==> config.mk <==
export PLATFORM = sky130hd
export DESIGN_NAME = ids_box
export DESIGN_NICKNAME = d
export VERILOG_FILES = /design/src/hdl/ids_pkg.sv /design/src/hdl/ids_box.sv
export SDC_FILE = /design/constraint.sdc
export NUM_CORES = 1
export LEC_CHECK = 0
export BUFFER_PORTS_ARGS = -buffer_cell sky130_fd_sc_hd__buf_2
export CAP_MARGIN = 30
export CORE_ASPECT_RATIO = 0.7
export CORE_MARGIN = 3
export CORE_UTILIZATION = 40
export DETAILED_ROUTE_END_ITERATION = 10
export PLACE_DENSITY = 0.67
export SLEW_MARGIN = 5
export SYNTH_ARGS = -nofsm -noshare
export SYNTH_HDL_FRONTEND = slang
export SYNTH_SLANG_ARGS = --single-unit
==> constraint.sdc <==
create_clock -name clk -period 6.95 [get_ports clk]
set_clock_uncertainty 0.2 [all_clocks]
set_input_delay 1.39 -clock clk [delete_from_list [all_inputs] [get_ports clk]]
set_output_delay 1.39 -clock clk [all_outputs]
set_load 0.02 [all_outputs]
==> src/hdl/ids_pkg.sv <==
package ids_pkg;

	// Register byte offsets on the bus.
	localparam logic [7:0] REG_CTRL     = 8'h00;
	localparam logic [7:0] REG_KEYS     = 8'h04;
	localparam logic [7:0] REG_STATUS   = 8'h08;
	localparam logic [7:0] REG_IDENT    = 8'h0c;
	localparam logic [7:0] REG_INTCODE  = 8'h10;
	localparam logic [7:0] REG_PAGESTAT = 8'h14;
	localparam logic [7:0] REG_SOURCES  = 8'h18;

	// Control register fields and reset value.
	localparam int         CTRL_STOP_BIT   = 0;
	localparam int         CTRL_PAGING_BIT = 1;
	localparam logic [1:0] CTRL_RESET      = 2'h0;

	// Keys register fields.
	localparam int KEY_SET_INBOUND    = 0;
	localparam int KEY_SET_OUTBOUND   = 1;
	localparam int KEY_CLEAR_OUTBOUND = 2;

	// Interrupt group positions, lowest priority first.
	localparam int GEN_CONSOLE = 0;
	localparam int GEN_INBOUND = 1;
	localparam int GEN_SERIAL  = 2;
	localparam int GEN_XFER    = 3;
	localparam int GEN_ZERO    = 4;
	localparam int GEN_PARITY  = 5;
	localparam int GEN_RANGE   = 6;
	localparam int GEN_SUPPLY  = 7;

	// Panel group positions.
	localparam int PAN_RUN   = 0;
	localparam int PAN_TICK  = 2;
	localparam int PAN_CLEAR = 7;

	// Internal interrupt codes; octal 10, 11 and 12 are 8, 9 and 10.
	localparam logic [3:0] IIC_NONE       = 4'h0;
	localparam logic [3:0] IIC_SVC        = 4'h1;
	localparam logic [3:0] IIC_PROTECT    = 4'h2;
	localparam logic [3:0] IIC_PAGE       = 4'h3;
	localparam logic [3:0] IIC_ILLEGAL    = 4'h4;
	localparam logic [3:0] IIC_ERRFLAG    = 4'h5;
	localparam logic [3:0] IIC_PRIV       = 4'h6;
	localparam logic [3:0] IIC_IOERR      = 4'h7;
	localparam logic [3:0] IIC_PARITY     = 4'h8;
	localparam logic [3:0] IIC_RANGE      = 4'h9;
	localparam logic [3:0] IIC_SUPPLY     = 4'ha;
	localparam logic [3:0] LEVEL_INTERNAL = 4'he;

	// Internal bus source decodes from the microcode field.
	localparam logic [4:0] SRC_GENERAL_IDENT = 5'h01;
	localparam logic [4:0] SRC_CONSOLE_IDENT = 5'h02;
	localparam logic [4:0] SRC_INTCODE       = 5'h03;

	// Vector bases, arbitrary placement in the microcode space.
	localparam logic [11:0] CONSOLE_VECTOR_BASE = 12'h100;
	localparam logic [11:0] GENERAL_VECTOR_BASE = 12'h110;

	// Periodic tick.
	localparam int TICK_PERIOD_US = 20000;
	localparam int CLK_MHZ        = 25;
	localparam int TICK_CYCLES    = TICK_PERIOD_US * CLK_MHZ;

	typedef struct packed {
		logic       cpuClearInbound;
		logic       cpuResetInbound;
		logic       cpuSetOutbound;
		logic       intAck;
		logic       srcValid;
		logic [4:0] srcSel;
	} ids_ucode_cmd_t;

	typedef struct packed {
		logic       supervisorCallInstr;
		logic [7:0] supervisorCode;
		logic       protectViolation;
		logic       pageFault;
		logic [7:0] pagingCause;
		logic       illegalInstr;
		logic       privilegedInstr;
		logic       ioInstrError;
		logic       watchdogTimeout;
	} ids_internal_ev_t;

endpackage

==> src/hdl/ids_box.sv <==
// The placing of the registers and the AHB-Lite interface to the registers were decided locally.
`timescale 1ns/1ps
module ids_box #(
	parameter int TickCycles = ids_pkg::TICK_CYCLES
) (
	// Clock and reset.
	input  wire logic                      clk,
	input  wire logic                      reset,
	// AHB-Lite slave.
	input  wire logic                      hsel,
	input  wire logic [31:0]               haddr,
	input  wire logic [1:0]                htrans,
	input  wire logic                      hwrite,
	input  wire logic [2:0]                hsize,
	input  wire logic [31:0]               hwdata,
	input  wire logic                      hready,
	output logic      [31:0]               hrdata,
	output logic                           hreadyout,
	output logic                           hresp,
	// Interrupt sources from the board.
	input  wire logic                      consoleInt,
	input  wire logic                      serialCtrlInt,
	input  wire logic                      xferCtrlInt,
	input  wire logic                      zeroFlag,
	input  wire logic                      parityErrorFlag,
	input  wire logic                      rangeErrorFlag,
	input  wire logic                      refreshCycle,
	input  wire logic                      boardSupplyFail,
	input  wire logic                      runStatus,
	// Pins from outside the clock domain.
	input  wire logic                      hostSupplyFail,
	input  wire logic                      masterClearSwitch,
	// Microcode side.
	input  wire ids_pkg::ids_ucode_cmd_t   ucodeCmd,
	input  wire ids_pkg::ids_internal_ev_t internalEv,
	output logic      [15:0]               idbData,
	output logic      [11:0]               vectorAddr,
	output logic                           interruptPending,
	output logic                           level14Req,
	output logic      [7:0]                level14T,
	// Host side.
	output logic                           hostIrq5
);

	logic [1:0]  ctrl;
	logic        hostToCpuFlag;
	logic        cpuToHostFlag;
	logic        interruptPendingFf;
	logic [3:0]  intCode;
	logic [7:0]  pagingStatus;
	logic        tickFlag;
	logic [31:0] tickCount;
	logic [1:0]  syncA;
	logic [1:0]  syncB;
	logic [1:0]  syncC;
	logic [1:0]  pinLevel;
	logic [3:0]  prevLevels;
	logic        dataPhase;
	logic        dataWrite;
	logic [7:0]  dataAddr;
	logic [7:0]  intGroup;
	logic [7:0]  panelGroup;
	logic        generalRequest;
	logic        consoleGroupRequest;
	logic        gatedConsoleRequest;
	logic [2:0]  generalIdent;
	logic [2:0]  consoleIdent;
	logic        keyLoadStrobe;
	logic        codeReadBus;
	logic        codeReadUcode;
	logic        supplySource;
	logic [3:0]  next_intCode;
	logic        stopMode;
	logic        pagingEnable;

	assign stopMode     = ctrl[ids_pkg::CTRL_STOP_BIT];
	assign pagingEnable = ctrl[ids_pkg::CTRL_PAGING_BIT];

	function automatic logic [2:0] highest(input logic [7:0] grp);
		logic [2:0] idx;
		idx = 3'h0;
		for (int i = 0; i < 8; i++) begin
			if (grp[i]) begin
				idx = 3'(i);
			end
		end
		return idx;
	endfunction

	always_ff @(posedge clk or posedge reset) begin
		if (reset) begin
			syncA    <= 2'h0;
			syncB    <= 2'h0;
			syncC    <= 2'h0;
			pinLevel <= 2'h0;
		end else begin
			syncA <= {masterClearSwitch, hostSupplyFail};
			syncB <= syncA;
			syncC <= syncB;
			for (int i = 0; i < 2; i++) begin
				if (syncB[i] == syncC[i]) begin
					pinLevel[i] <= syncC[i];
				end
			end
		end
	end

	assign supplySource = boardSupplyFail | pinLevel[0] | internalEv.watchdogTimeout;
	always_comb begin
		intGroup                       = 8'h00;
		intGroup[ids_pkg::GEN_CONSOLE] = consoleInt;
		intGroup[ids_pkg::GEN_INBOUND] = hostToCpuFlag;
		intGroup[ids_pkg::GEN_SERIAL]  = serialCtrlInt;
		intGroup[ids_pkg::GEN_XFER]    = xferCtrlInt;
		intGroup[ids_pkg::GEN_ZERO]    = zeroFlag;
		intGroup[ids_pkg::GEN_PARITY]  = parityErrorFlag;
		intGroup[ids_pkg::GEN_RANGE]   = rangeErrorFlag & ~refreshCycle;
		intGroup[ids_pkg::GEN_SUPPLY]  = supplySource;
	end
	always_comb begin
		panelGroup                     = 8'h00;
		panelGroup[ids_pkg::PAN_RUN]   = ~runStatus;
		panelGroup[ids_pkg::PAN_TICK]  = tickFlag;
		panelGroup[ids_pkg::PAN_CLEAR] = pinLevel[1];
	end

	assign generalRequest      = |intGroup;
	assign consoleGroupRequest = |panelGroup;
	assign gatedConsoleRequest = consoleGroupRequest & ~stopMode;
	assign generalIdent        = highest(intGroup);
	assign consoleIdent        = highest(panelGroup);
	assign codeReadUcode       = ucodeCmd.srcValid && (ucodeCmd.srcSel == ids_pkg::SRC_INTCODE);
	always_ff @(posedge clk or posedge reset) begin
		if (reset) begin
			tickCount <= 32'h0;
			tickFlag  <= 1'b0;
		end else begin
			if (tickCount == 32'(TickCycles - 1)) begin
				tickCount <= 32'h0;
				tickFlag  <= 1'b1;
			end else begin
				tickCount <= tickCount + 32'h1;
				if (ucodeCmd.srcValid && ucodeCmd.srcSel == ids_pkg::SRC_CONSOLE_IDENT
				    && consoleIdent == 3'(ids_pkg::PAN_TICK)) begin
					tickFlag <= 1'b0;
				end
			end
		end
	end
	always_ff @(posedge clk or posedge reset) begin
		if (reset) begin
			interruptPendingFf <= 1'b0;
		end else if (generalRequest || gatedConsoleRequest) begin
			interruptPendingFf <= 1'b1;
		end else if (ucodeCmd.intAck) begin
			interruptPendingFf <= 1'b0;
		end
	end

	assign interruptPending = interruptPendingFf;
	always_ff @(posedge clk or posedge reset) begin
		if (reset) begin
			vectorAddr <= 12'h000;
			idbData    <= 16'h0000;
		end else begin
			if (gatedConsoleRequest) begin
				vectorAddr <= ids_pkg::CONSOLE_VECTOR_BASE + 12'(consoleIdent);
			end else if (interruptPendingFf) begin
				vectorAddr <= ids_pkg::GENERAL_VECTOR_BASE + 12'(generalIdent);
			end
			case (ucodeCmd.srcSel)
				ids_pkg::SRC_GENERAL_IDENT: idbData <= {13'h0, generalIdent};
				ids_pkg::SRC_CONSOLE_IDENT: idbData <= {13'h0, consoleIdent};
				ids_pkg::SRC_INTCODE:       idbData <= {4'h0, level14T, intCode};
				default:                    idbData <= 16'h0000;
			endcase
		end
	end

	// Signal box flags; a set in the same cycle as a clear wins.
	always_ff @(posedge clk or posedge reset) begin
		if (reset) begin
			hostToCpuFlag <= 1'b0;
			cpuToHostFlag <= 1'b0;
		end else begin
			if ((keyLoadStrobe && hwdata[ids_pkg::KEY_SET_INBOUND]) || ucodeCmd.cpuResetInbound) begin
				hostToCpuFlag <= 1'b1;
			end else if (ucodeCmd.cpuClearInbound) begin
				hostToCpuFlag <= 1'b0;
			end
			if (ucodeCmd.cpuSetOutbound || (keyLoadStrobe && hwdata[ids_pkg::KEY_SET_OUTBOUND])) begin
				cpuToHostFlag <= 1'b1;
			end else if (keyLoadStrobe && hwdata[ids_pkg::KEY_CLEAR_OUTBOUND]) begin
				cpuToHostFlag <= 1'b0;
			end
		end
	end

	assign hostIrq5 = cpuToHostFlag;

	always_comb begin
		next_intCode = ids_pkg::IIC_NONE;
		if (internalEv.supervisorCallInstr) next_intCode = ids_pkg::IIC_SVC;
		if (internalEv.protectViolation && pagingEnable) next_intCode = ids_pkg::IIC_PROTECT;
		if (internalEv.pageFault && pagingEnable) next_intCode = ids_pkg::IIC_PAGE;
		if (internalEv.illegalInstr) next_intCode = ids_pkg::IIC_ILLEGAL;
		if (zeroFlag && !prevLevels[0]) next_intCode = ids_pkg::IIC_ERRFLAG;
		if (internalEv.privilegedInstr && pagingEnable) next_intCode = ids_pkg::IIC_PRIV;
		if (internalEv.ioInstrError) next_intCode = ids_pkg::IIC_IOERR;
		if (parityErrorFlag && !prevLevels[1]) next_intCode = ids_pkg::IIC_PARITY;
		if (intGroup[ids_pkg::GEN_RANGE] && !prevLevels[2]) next_intCode = ids_pkg::IIC_RANGE;
		if (supplySource && !prevLevels[3]) next_intCode = ids_pkg::IIC_SUPPLY;
	end

	always_ff @(posedge clk or posedge reset) begin
		if (reset) begin
			prevLevels   <= 4'h0;
			intCode      <= ids_pkg::IIC_NONE;
			level14Req   <= 1'b0;
			level14T     <= 8'h00;
			pagingStatus <= 8'h00;
		end else begin
			prevLevels <= {supplySource, intGroup[ids_pkg::GEN_RANGE], parityErrorFlag, zeroFlag};
			if (next_intCode != ids_pkg::IIC_NONE) begin
				intCode    <= next_intCode;
				level14Req <= 1'b1;
			end else if (codeReadBus || codeReadUcode) begin
				level14Req <= 1'b0;
			end
			if (internalEv.supervisorCallInstr) begin
				level14T <= internalEv.supervisorCode;
			end
			if (pagingEnable && (internalEv.protectViolation || internalEv.pageFault)) begin
				pagingStatus <= internalEv.pagingCause;
			end
		end
	end
	always_ff @(posedge clk or posedge reset) begin
		if (reset) begin
			dataPhase <= 1'b0;
			dataWrite <= 1'b0;
			dataAddr  <= 8'h00;
		end else if (hready) begin
			dataPhase <= hsel && htrans[1];
			dataWrite <= hwrite;
			dataAddr  <= {haddr[7:2], 2'h0};
		end
	end

	assign hreadyout     = 1'b1;
	assign hresp         = 1'b0;
	assign keyLoadStrobe = dataPhase && dataWrite && dataAddr == ids_pkg::REG_KEYS;
	assign codeReadBus   = hready && hsel && htrans[1] && !hwrite && {haddr[7:2], 2'h0} == ids_pkg::REG_INTCODE;
	always_ff @(posedge clk or posedge reset) begin
		if (reset) begin
			ctrl <= ids_pkg::CTRL_RESET;
		end else if (dataPhase && dataWrite && dataAddr == ids_pkg::REG_CTRL) begin
			ctrl <= hwdata[1:0];
		end
	end

	always_ff @(posedge clk or posedge reset) begin
		if (reset) begin
			hrdata <= 32'h0;
		end else if (hready && hsel && htrans[1] && !hwrite) begin
			case ({haddr[7:2], 2'h0})
				ids_pkg::REG_CTRL:     hrdata <= {30'h0, ctrl};
				ids_pkg::REG_STATUS:   hrdata <= {26'h0, level14Req, gatedConsoleRequest, interruptPendingFf,
				                                  hostIrq5, cpuToHostFlag, hostToCpuFlag};
				ids_pkg::REG_IDENT:    hrdata <= {25'h0, consoleIdent, 1'b0, generalIdent};
				ids_pkg::REG_INTCODE:  hrdata <= {16'h0, ids_pkg::LEVEL_INTERNAL, level14T, intCode};
				ids_pkg::REG_PAGESTAT: hrdata <= {24'h0, pagingStatus};
				ids_pkg::REG_SOURCES:  hrdata <= {16'h0, panelGroup, intGroup};
				default:               hrdata <= 32'h0;
			endcase
		end else if (hready) begin
			hrdata <= 32'h0;
		end
	end
endmodule

# ---- After elaboration in Yosys (flattened, before gate mapping)
# Index checks and enable logic that the tools add are counted.
dict set report totals {
  output_inout_bits 73
  regBits 139
  mem_count 0
  input_bits 118
  latch_bits 0
  word_cells 125
  romBits 0
  mem_bits_rw 0
}
dict set report op_classes {
  n_reduce_logical 44
  order_cmp 0
  mux 36
  mul 0
  shifts 0
  eq_ne 13
  div_mod_pow 0
  bitwise_logic 7
  add_sub_neg 3
}
# op count
set op_table {}
lappend op_table {{32-bit two-way mux} 3}
lappend op_table {{16-bit one-hot mux with 6 select lines} 1}
lappend op_table {{4-bit two-way mux} 9}
lappend op_table {{12-bit one-hot mux with 3 select lines} 1}
lappend op_table {{32-bit by 1-bit adder with 32-bit output, second input constant} 1}
lappend op_table {{32-bit by 19-bit == test with 1-bit output, second input constant} 1}
lappend op_table {{12-bit two-way mux} 2}
lappend op_table {{1-bit logical AND} 22}
lappend op_table {{3-bit two-way mux} 7}
lappend op_table {{9-bit by 3-bit adder with 10-bit output, first input constant} 2}
lappend op_table {{6-bit by 3-bit == test with 1-bit output, second input constant} 3}
lappend op_table {{2-bit nonzero test} 7}
lappend op_table {{6-bit by 2-bit == test with 1-bit output, second input constant} 2}
lappend op_table {{1-bit two-way mux} 12}
lappend op_table {{5-bit by 2-bit == test with 1-bit output, second input constant} 2}
lappend op_table {{8-bit logical NOT} 1}
lappend op_table {{8-bit OR reduction} 1}
lappend op_table {{6-bit by 1-bit == test with 1-bit output, second input constant} 1}
lappend op_table {{6-bit logical NOT} 1}
lappend op_table {{5-bit by 1-bit == test with 1-bit output, second input constant} 1}
lappend op_table {{1-bit logical NOT} 5}
lappend op_table {{1-bit logical OR} 5}
lappend op_table {{4-bit nonzero test} 1}
lappend op_table {{3-bit by 2-bit == test with 1-bit output, second input constant} 1}
lappend op_table {{other kinds (6)} 11}

# ---- Depth between registers and ports, before layout
# Gate-level depths: netlist (run 1).
dict set report logic_depth {
  depth_word 12
  mapped_depth 6
  mapped_depth_nobuf 5
}

# ---- Least setup slack after synthesis (run 1)
# Ideal clock, no wire load.
dict set report synth_path {
  path_type {input-to-reg}
  start {in boardSupplyFail}
  end {reg level14Req}
  setup_time_ns 0.120
  stages 5
  setup_slack_ns 3.985
  path_buffers 0
  arrival_ns 2.645
  path_cell_list {nor3_1 inv_1 a211oi_1 o211ai_1 a31o_2}
}
dict set report synth_via {
  elab_chain_len 6
}
# item line_no
set synth_lines {}
lappend synth_lines {{from (decl)} ids_box.sv:28} ;# input wire logic boardSupplyFail,
lappend synth_lines {{1-bit bitwise OR * (2 in a row)} ids_box.sv:108} ;# assign supplySource = boardSupplyFail | pinLevel[0] | internalEv.watchdogTimeout;
lappend synth_lines {{net intGroup[7]} ids_box.sv:61} ;# logic [7:0] intGroup;
lappend synth_lines {{1-bit logical AND *} ids_box.sv:212} ;# if (supplySource && !prevLevels[3]) next_intCode = ids_pkg::IIC_SUPPLY;
lappend synth_lines {{4-bit two-way mux *} ids_box.sv:212}
lappend synth_lines {{4-bit nonzero test *} ids_box.sv:224} ;# if (next_intCode != ids_pkg::IIC_NONE) begin
lappend synth_lines {{1-bit two-way mux / 2-bit nonzero test (equally long branches)} -}
lappend synth_lines {{to (signal assigned)} ids_box.sv:219} ;# level14Req <= 1'b0;
lappend synth_lines {{to (signal assigned)} ids_box.sv:226} ;# level14Req <= 1'b1;
lappend synth_lines {{to (signal assigned)} ids_box.sv:228} ;# level14Req <= 1'b0;
lappend synth_lines {{to (decl)} ids_box.sv:39} ;# output logic level14Req,
# Mark *: on every way through the listed nets, which the timed path passes. The rest lies on a longest branch.
# A chain may end at the register's enable or synchronous reset.

# ---- Worst setup path after layout (run 1)
# Same ends and word-level chain as after synthesis.

==> reports/results.txt, run 1 <==
DP HPWL = 10300 µm
Synth Area in Simple Gates = 18.9%
Tightest Pin Transition = 1.02 ns
Fill cells = 1178
Root buffer cell = clkbuf_16
Final TNS setup = 0 ns
Crit path largest cell delay = 0.81 ns
CP max FO = 7
Drt wl/cell = 18.4 µm
Most frequent cells in the layout = 110 x dfrtp_1, 102 x buf_2, 30 x conb_1
Final Wtd Congestion = 0.950
Synth Register Bits = 110
Busiest grt layer = met2
CTS tree = built
Final Cell Area = 6090 µm²
Initial DRC Count = 365
Reg area = 2750 µm²
H-tree levels = 3
DRT Wirelength = 13800 µm
Status = finished, final reports clean
Synth warn = 0
Setup Buffers After CTS = 0
Fin util = 48.2%
Yosys top cell area share = 52.4%
Distinct cell type count after synthesis = 61
Post-synth EDFFs = 0
Met1 Use GR = 27.5%
Share of cells above drive strength 1 = 26.6%
Chip height = 102 µm
Pre-antenna DRT Iters = 5
Synth-to-layout area growth = 16.0%
Synthesized-area fraction occupied by adder cells = 0.620%
Worst Setup Start Kind = input port
First-pass GRT wire length = 21800 µm
Critical path class = input port to flop
Grt total ovfl = 0
Initial core utilization = 41.5%
Antenna Nets Post-Route = 0
I/O Buffers = 101
Largest net degree at the start of global routing = 70
Max transition margin = 31.6%
Width of the chip = 143 µm
PostCTS Resize Cnt = 0
Buf/Inv on CP = 2
Place WS = 3.32 ns
Post-synth top area cell = dfrtp_1
Post-Syn Area per Cell = 10.8 µm²
Mux cell area share after synthesis = 5.94%
Clock-pin slew on the worst setup and hold paths = 0.07 ns
Met3 usage = 5.52%
Endpoint class of the critical path = flop
Via count of the first global-routing pass = 4098
Die Area = 14600 µm²
Core region area = 12600 µm²
Tot Pwr = 1.34 mW
Worst EP required = 6.99 ns
Synth async-reset ratio = 100%
Max-Cap Viols = 0
Post-Syn Instances = 488
XOR/XNOR Fraction of Synth Area = 4.34%
Unrepaired setup endpoints after global routing = false
Final worst slack = 3.56 ns
Final Setup Violations = 0
Primary FF master, synth = dfrtp_1
Synthesized cell area = 5250 µm²
PD cells = 220 nW/µm²
Crit-path slowest cell = nor3_1
Main combinational cell family by area after synthesis = simple AND/OR/NAND/NOR gates
Initial antenna violation count = 0
Peak VDD IR = 0.124 mV
Via count = 4209
Hold Crit Depth = 0
Hold Fails Final Rpt = 0
Clk Latency, worst-skew pair = 0.36 ns
Worst path depth = 6
Top cells by area, synth = dfrtp_1 52%, mux2_2 5.4%, buf_4 4.4%, xnor2_1 3.2%, nand4_1 2.1%
Multi-input logic area = 2250 µm²
Total track usage = 19.4%
Hold/Removal Path Class = flop to flop
Synth Area in Compound Gates = 10.8%
Post-route DRC = 0
Most common cell after layout, fill and taps aside = dfrtp_1
Vias per inst = 5.60
Leak Pwr = 2.80 nW
Fmax = 295 MHz
Final nets = 704
Maximum clock path buffer count = 2
Top Ports = 191
Worst Reg-to-Reg Cells = 5
CP Data Arrival Time = 3.43 ns
Fin crit share = 48.8%
FP Rows = 34
Clock buffer count from CTS = 9
Final count of pins violating max slew = 0
Delay-heaviest family, CP = compound AO/OA/AOI/OAI gates
# hold bufs at CTS = 0
CP cell instances = buf_2 -> nor3_1 -> inv_1 -> a211oi_1 -> o211ai_1 -> a31o_2
Met2 usage in global routing = 29.3%
Tmin final = 3.39 ns
Register area share after synthesis = 52.4%
Clock sink total = 110
ANT cells = 0
Dpl cell area = 5790 µm²
## synthesized netlist by cell type (4+ instances only)
cell type / number
xor2_1: 7
clkbuf_1: 16
and4_1: 5
dfrtp_1: 110
nand3_1: 22
and2_1: 14
nand4_1: 18
nand2b_1: 6
buf_4: 31
inv_1: 15
o211ai_1: 4
xnor2_1: 19
nor2_1: 21
mux2_2: 25
o21ai_0: 14
a211oi_1: 4
or3_1: 7
a22o_1: 4
nor3_1: 11
nand2_1: 24
a21oi_1: 15
or4_1: 4
nor4_1: 13
nor2b_1: 7
o2bb2ai_1: 4
and3_1: 8
## kinds of logic (layout without fill, tap and decap cells)
group,count (synthesis),count (layout)
compound gates,80,80
other cells,2,30
mux,28,28
simple gates,175,175
fa+ha+maj,3,3
buf+inv,64,138
flops,110,110
xor+xnor,26,26
## cell type report
cell class / instances / share of cell area, %
timing repair buffer: 107 / 8.92
inverter: 15 / 0.966
sequential: 110 / 45.2
clock buffer: 9 / 3.70
tap: 162 / 3.33
multi-input combinational: 342 / 36.9
clock inverter: 7 / 0.925
## per-stage QoR
stage	hold slack (ns)	cells
after floorplan	0.131	516
after global placement	0.135	733
after detailed placement	0.135	733
after CTS	0.151	749
after global routing	0.162	752
final	0.150	752
## worst paths after layout
path,from,end,slack [ns]
worst max-delay path,boardSupplyFail,level14Req$_DFFE_PP0P_,3.56
worst max register to register,pinLevel[0]$_DFFE_PP0N_,level14Req$_DFFE_PP0P_,4.27
worst min-delay path,syncA[1]$_DFF_PP0_,syncB[1]$_DFF_PP0_,0.15
min in group asynchronous,reset,tickCount[30]$_DFF_PP0_,0.87
worst min register to register,syncA[1]$_DFF_PP0_,syncB[1]$_DFF_PP0_,0.15
max in group asynchronous,reset,dataAddr[3]$_DFFE_PP0P_,4.42
## per-layer routing
metal | up-vias | wire (µm)
li1 | 1919 | -
met1 | 2068 | 6340
met2 | 203 | 6170
met3 | 19 | 1190
met4 | 0 | 150
met5 | - | 0
## where the power goes
part           internal, mW  total [mW]  switching, mW
clock                 0.249       0.500          0.251
combinational        0.0527       0.144         0.0911
sequential            0.669       0.696         0.0271
## state kept, by name (all words and copies together) (netlist names)
signal / count
level14Req: 1
pagingStatus: 8
tickFlag: 1
intCode: 4
pinLevel: 2
tickCount: 32
hostToCpuFlag: 1
dataWrite: 1
syncC: 2
ctrl: 2
level14T: 8
syncB: 2
dataPhase: 1
vectorAddr: 5
hrdata: 14
interruptPending: 1
prevLevels: 4
idbData: 12
dataAddr: 6
hostIrq5: 1
syncA: 2
(Power assumes the default switching activity.)
==> inputs of run 2 (changes only) <==
--- a/config.mk
+++ b/config.mk
@@ -5,13 +5,14 @@
 export SDC_FILE = /design/constraint.sdc
 export NUM_CORES = 1
 export LEC_CHECK = 0
+export ABC_AREA = 1
 export BUFFER_PORTS_ARGS = -buffer_cell sky130_fd_sc_hd__buf_2
 export CAP_MARGIN = 30
 export CORE_ASPECT_RATIO = 0.7
 export CORE_MARGIN = 3
 export CORE_UTILIZATION = 40
 export DETAILED_ROUTE_END_ITERATION = 10
-export PLACE_DENSITY = 0.67
+export PLACE_DENSITY = 0.69
 export SLEW_MARGIN = 5
 export SYNTH_ARGS = -nofsm -noshare
 export SYNTH_HDL_FRONTEND = slang
==> constraint.sdc (replaced) <==
create_clock -name clk -period 2.8 [get_ports clk]
set_clock_uncertainty 0.2 [all_clocks]
set_input_delay 0.56 -clock clk [delete_from_list [all_inputs] [get_ports clk]]
set_output_delay 0.56 -clock clk [all_outputs]
set_load 0.02 [all_outputs]
==> run 2 against run 1 <==
Compared with the run above:
- hold slack worse by 0.039 ns
- final area increased by 5.9%
- sequential power increased to 2.5 times the previous value
- worst setup slack worse by 2.8 ns
- total power grew to 2.6 times the previous value
- via count up 8.3%
- register-to-register slack worse by 3.5 ns
- wire length fell by 0.39%
- global-route usage shrank 0.77 points
- largest power group unchanged
- highest routed layer unchanged
==> reports/results.txt, run 2 <==
Buf/Inv on CP = 0 (-2)
Die Area = 15200 µm² (+4.5%)
Initial antenna violation count = 0 (unchanged)
Fin crit share = 71.6%
Largest regs = tickCount x32, hrdata x14, idbData x12
Dpl cell area = 6120 µm² (+5.7%)
Final TNS setup = 0 ns (unchanged)
Hold Fails Final Rpt = 0 (unchanged)
Largest net degree at the start of global routing = 65 (-7.1%)
ANT cells = 0 (unchanged)
Worst Setup Start Kind = flop
Unrepaired setup endpoints after global routing = false
Clk Latency, worst-skew pair = 0.35 ns (about the same)
Place WS = 0.658 ns (-2.66 ns)
Final nets = 885 (+26%)
Largest register FFs = 32 (unchanged)
Yosys top cell area share = 50.1% (-2.4 points)
Clock-pin slew on the worst setup and hold paths = 0.07 ns (about the same)
Top Ports = 191 (unchanged)
Antenna Nets Post-Route = 0 (unchanged)
Leak Pwr = 3.31 nW (+18%)
Top cells by area, synth = dfrtp_1 50%, nand2_1 11%, inv_1 5.7%, nor2_1 4.7%, buf_4 4.2%
Tmin final = 2.01 ns
Pre-antenna DRT Iters = 7 (+2)
Post-Syn Area per Cell = 8.34 µm² (-22%)
Fin util = 48.4% (+0.26 points)
R2R Path Start = tickCount[0]$_DFF_PP0_
Initial core utilization = 41.3% (-0.26 points)
Synth-to-layout area growth = 17.3%
Drt wl/cell = 14.4 µm (-22%)
Synth warn = 0 (unchanged)
CP max FO = 6 (-1)
Most common cell after layout, fill and taps aside = nand2_1
Peak VDD IR = 0.345 mV (+180%)
Chip height = 104 µm (+2.2%)
Via count = 4560 (+8.3%)
I/O Buffers = 101 (unchanged)
Tot Pwr = 3.48 mW (+160%)
CP cell instances = ha_1 -> nand3_2 -> nor2_1 -> nand3_1 -> nor4_4 -> nor2_1
Post-route insts no fill = 956 (+27%)
Grt total ovfl = 0 (unchanged)
Hold/Removal Path Class = input port to flop
Most frequent cells in the layout = 168 x nand2_1, 110 x dfrtp_1, 101 x buf_2
Fmax = 499 MHz
Maximum clock path buffer count = 2 (unchanged)
Final Setup Violations = 0 (unchanged)
Width of the chip = 146 µm (+2.2%)
Hold Crit Depth = 1 (+1)
Via count of the first global-routing pass = 4247 (+3.6%)
Crit-path slowest cell = dfrtp_1
Vias per inst = 4.77 (-15%)
Endpoint class of the critical path = flop
FP Rows = 35 (+2.9%)
Root buffer cell = clkbuf_16
Final Cell Area = 6450 µm² (+5.9%)
Post-synth top cells = 168 x nand2_1, 110 x dfrtp_1, 84 x inv_1
CP Data Arrival Time = 2.02 ns (-1.41 ns)
Worst path depth = 6 (unchanged)
Post-route DRC = 0 (unchanged)
Worst hold slack = 0.112 ns (-0.0386 ns)
Cell mode on critical path = nor2_1
Tightest Pin Transition = 0.583 ns (-0.436 ns)
Share of cells above drive strength 1 = 20.1% (-6.5 points)
Fill cells = 1291 (+9.6%)
Worst Reg-to-Reg Cells = 6 (+1)
CTS tree = built
H-tree levels = 3 (unchanged)
Count leader, synth = nand2_1
Synth Register Bits = 110 (unchanged)
Core region area = 13300 µm² (+5.4%)
Clock sink total = 110 (unchanged)
DRT Wirelength = 13800 µm (-0.39%)
Synthesized cell area = 5500 µm² (+4.7%)
Synth async-reset ratio = 100% (unchanged)
Status = finished, final reports clean
Register area share after synthesis = 50.1% (-2.4 points)
Hold wc startpoint = masterClearSwitch
First-pass GRT wire length = 22700 µm (+3.7%)
DP HPWL = 10900 µm (+5.6%)
Critical path class = flop to flop
Primary FF master, synth = dfrtp_1
Post-synth EDFFs = 0 (unchanged)
Distinct cell type count after synthesis = 43 (-30%)
Delay-heaviest family, CP = simple AND/OR/NAND/NOR gates
Final count of pins violating max slew = 0 (unchanged)
Biggest register = tickCount
Post-Syn Instances = 659 (+35%)
Max transition margin = 61.1% (+30 points)
Worst EP required = 2.82 ns (-4.17 ns)
Final worst slack = 0.795 ns (-2.77 ns)
Initial DRC Count = 381 (+4.4%)
PostCTS Resize Cnt = 0 (unchanged)
Clock buffer count from CTS = 9 (unchanged)
Post-synth top area cell = dfrtp_1
Crit path largest cell delay = 0.41 ns (-0.40 ns)
Total track usage = 18.6% (-0.77 points)
Critical path origin = tickCount[0]$_DFF_PP0_
PD cells = 540 nW/µm² (+150%)
Final Wtd Congestion = 0.941 (-0.92%)
Max-Cap Viols = 0 (unchanged)
Dpl cells = 939 (+28%)
==> run 2: per-layer routing <==
layer | GRT usage (%) | wire length, µm | up-vias
li1 | - | - | 2247
met1 | 31.5 | 7360 | 2115
met2 | 23.2 | 5180 | 187
met3 | 4.18 | 1080 | 11
met4 | 4.43 | 176 | 0
met5 | 0 | 0 | -
==> run 2: what timing repair did <==
action / in CTS / in global routing
endpoints found under the setup margin: 0 / 0
endpoints found under the hold margin: 12 / 0
hold buffers: 1 / 0
setup buffers: 0 / 0
==> run 2: cell type report <==
type,count,area (µm²),area share (%)
clock inverters,7,92.6,1.44
clock buffers,9,225,3.49
well taps,185,231,3.59
flip-flops and latches,110,2750,42.7
repair buffers,105,551,8.54
multi-input cells,452,2260,35.1
inverters,88,334,5.18
==> run 2: worst reg2reg max path, stage by stage (launching register included) <==
cell	delay (ns)
dfrtp_1	0.41
ha_1	0.26
nand3_2	0.20
nor2_1	0.18
nand3_1	0.13
nor4_4	0.41
nor2_1	0.08
==> run 2: kinds of logic after synthesis <==
kind of cell	after synthesis	share of synthesized area (%)
multiplexers	2	0.410
XOR/XNOR	30	4.78
adder cells (fa/ha/maj)	3	0.592
other	2	0.137
flip-flops	110	50.1
AND/OR/NAND/NOR	322	26.5
AO/OA/AOI/OAI	65	6.79
buffers and inverters	125	10.7
==> run 2: final timing paths <==
path	to	slack, ns
max	tickCount[13]$_DFF_PP0_	0.79
min	syncA[1]$_DFF_PP0_	0.11
max reg2reg	tickCount[13]$_DFF_PP0_	0.79
min reg2reg	syncB[0]$_DFF_PP0_	0.15
max in group asynchronous	hrdata[11]$_DFFE_PP0P_	1.14
min in group asynchronous	idbData[3]$_DFF_PP0_	0.55
==> run 2: report_power, final <==
| part | switching (mW) | total (mW) | internal [mW] |
|---|---|---|---|
| clock network | 0.621 | 1.34 | 0.716 |
| logic | 0.285 | 0.406 | 0.121 |
| registers | 0.0600 | 1.74 | 1.68 |
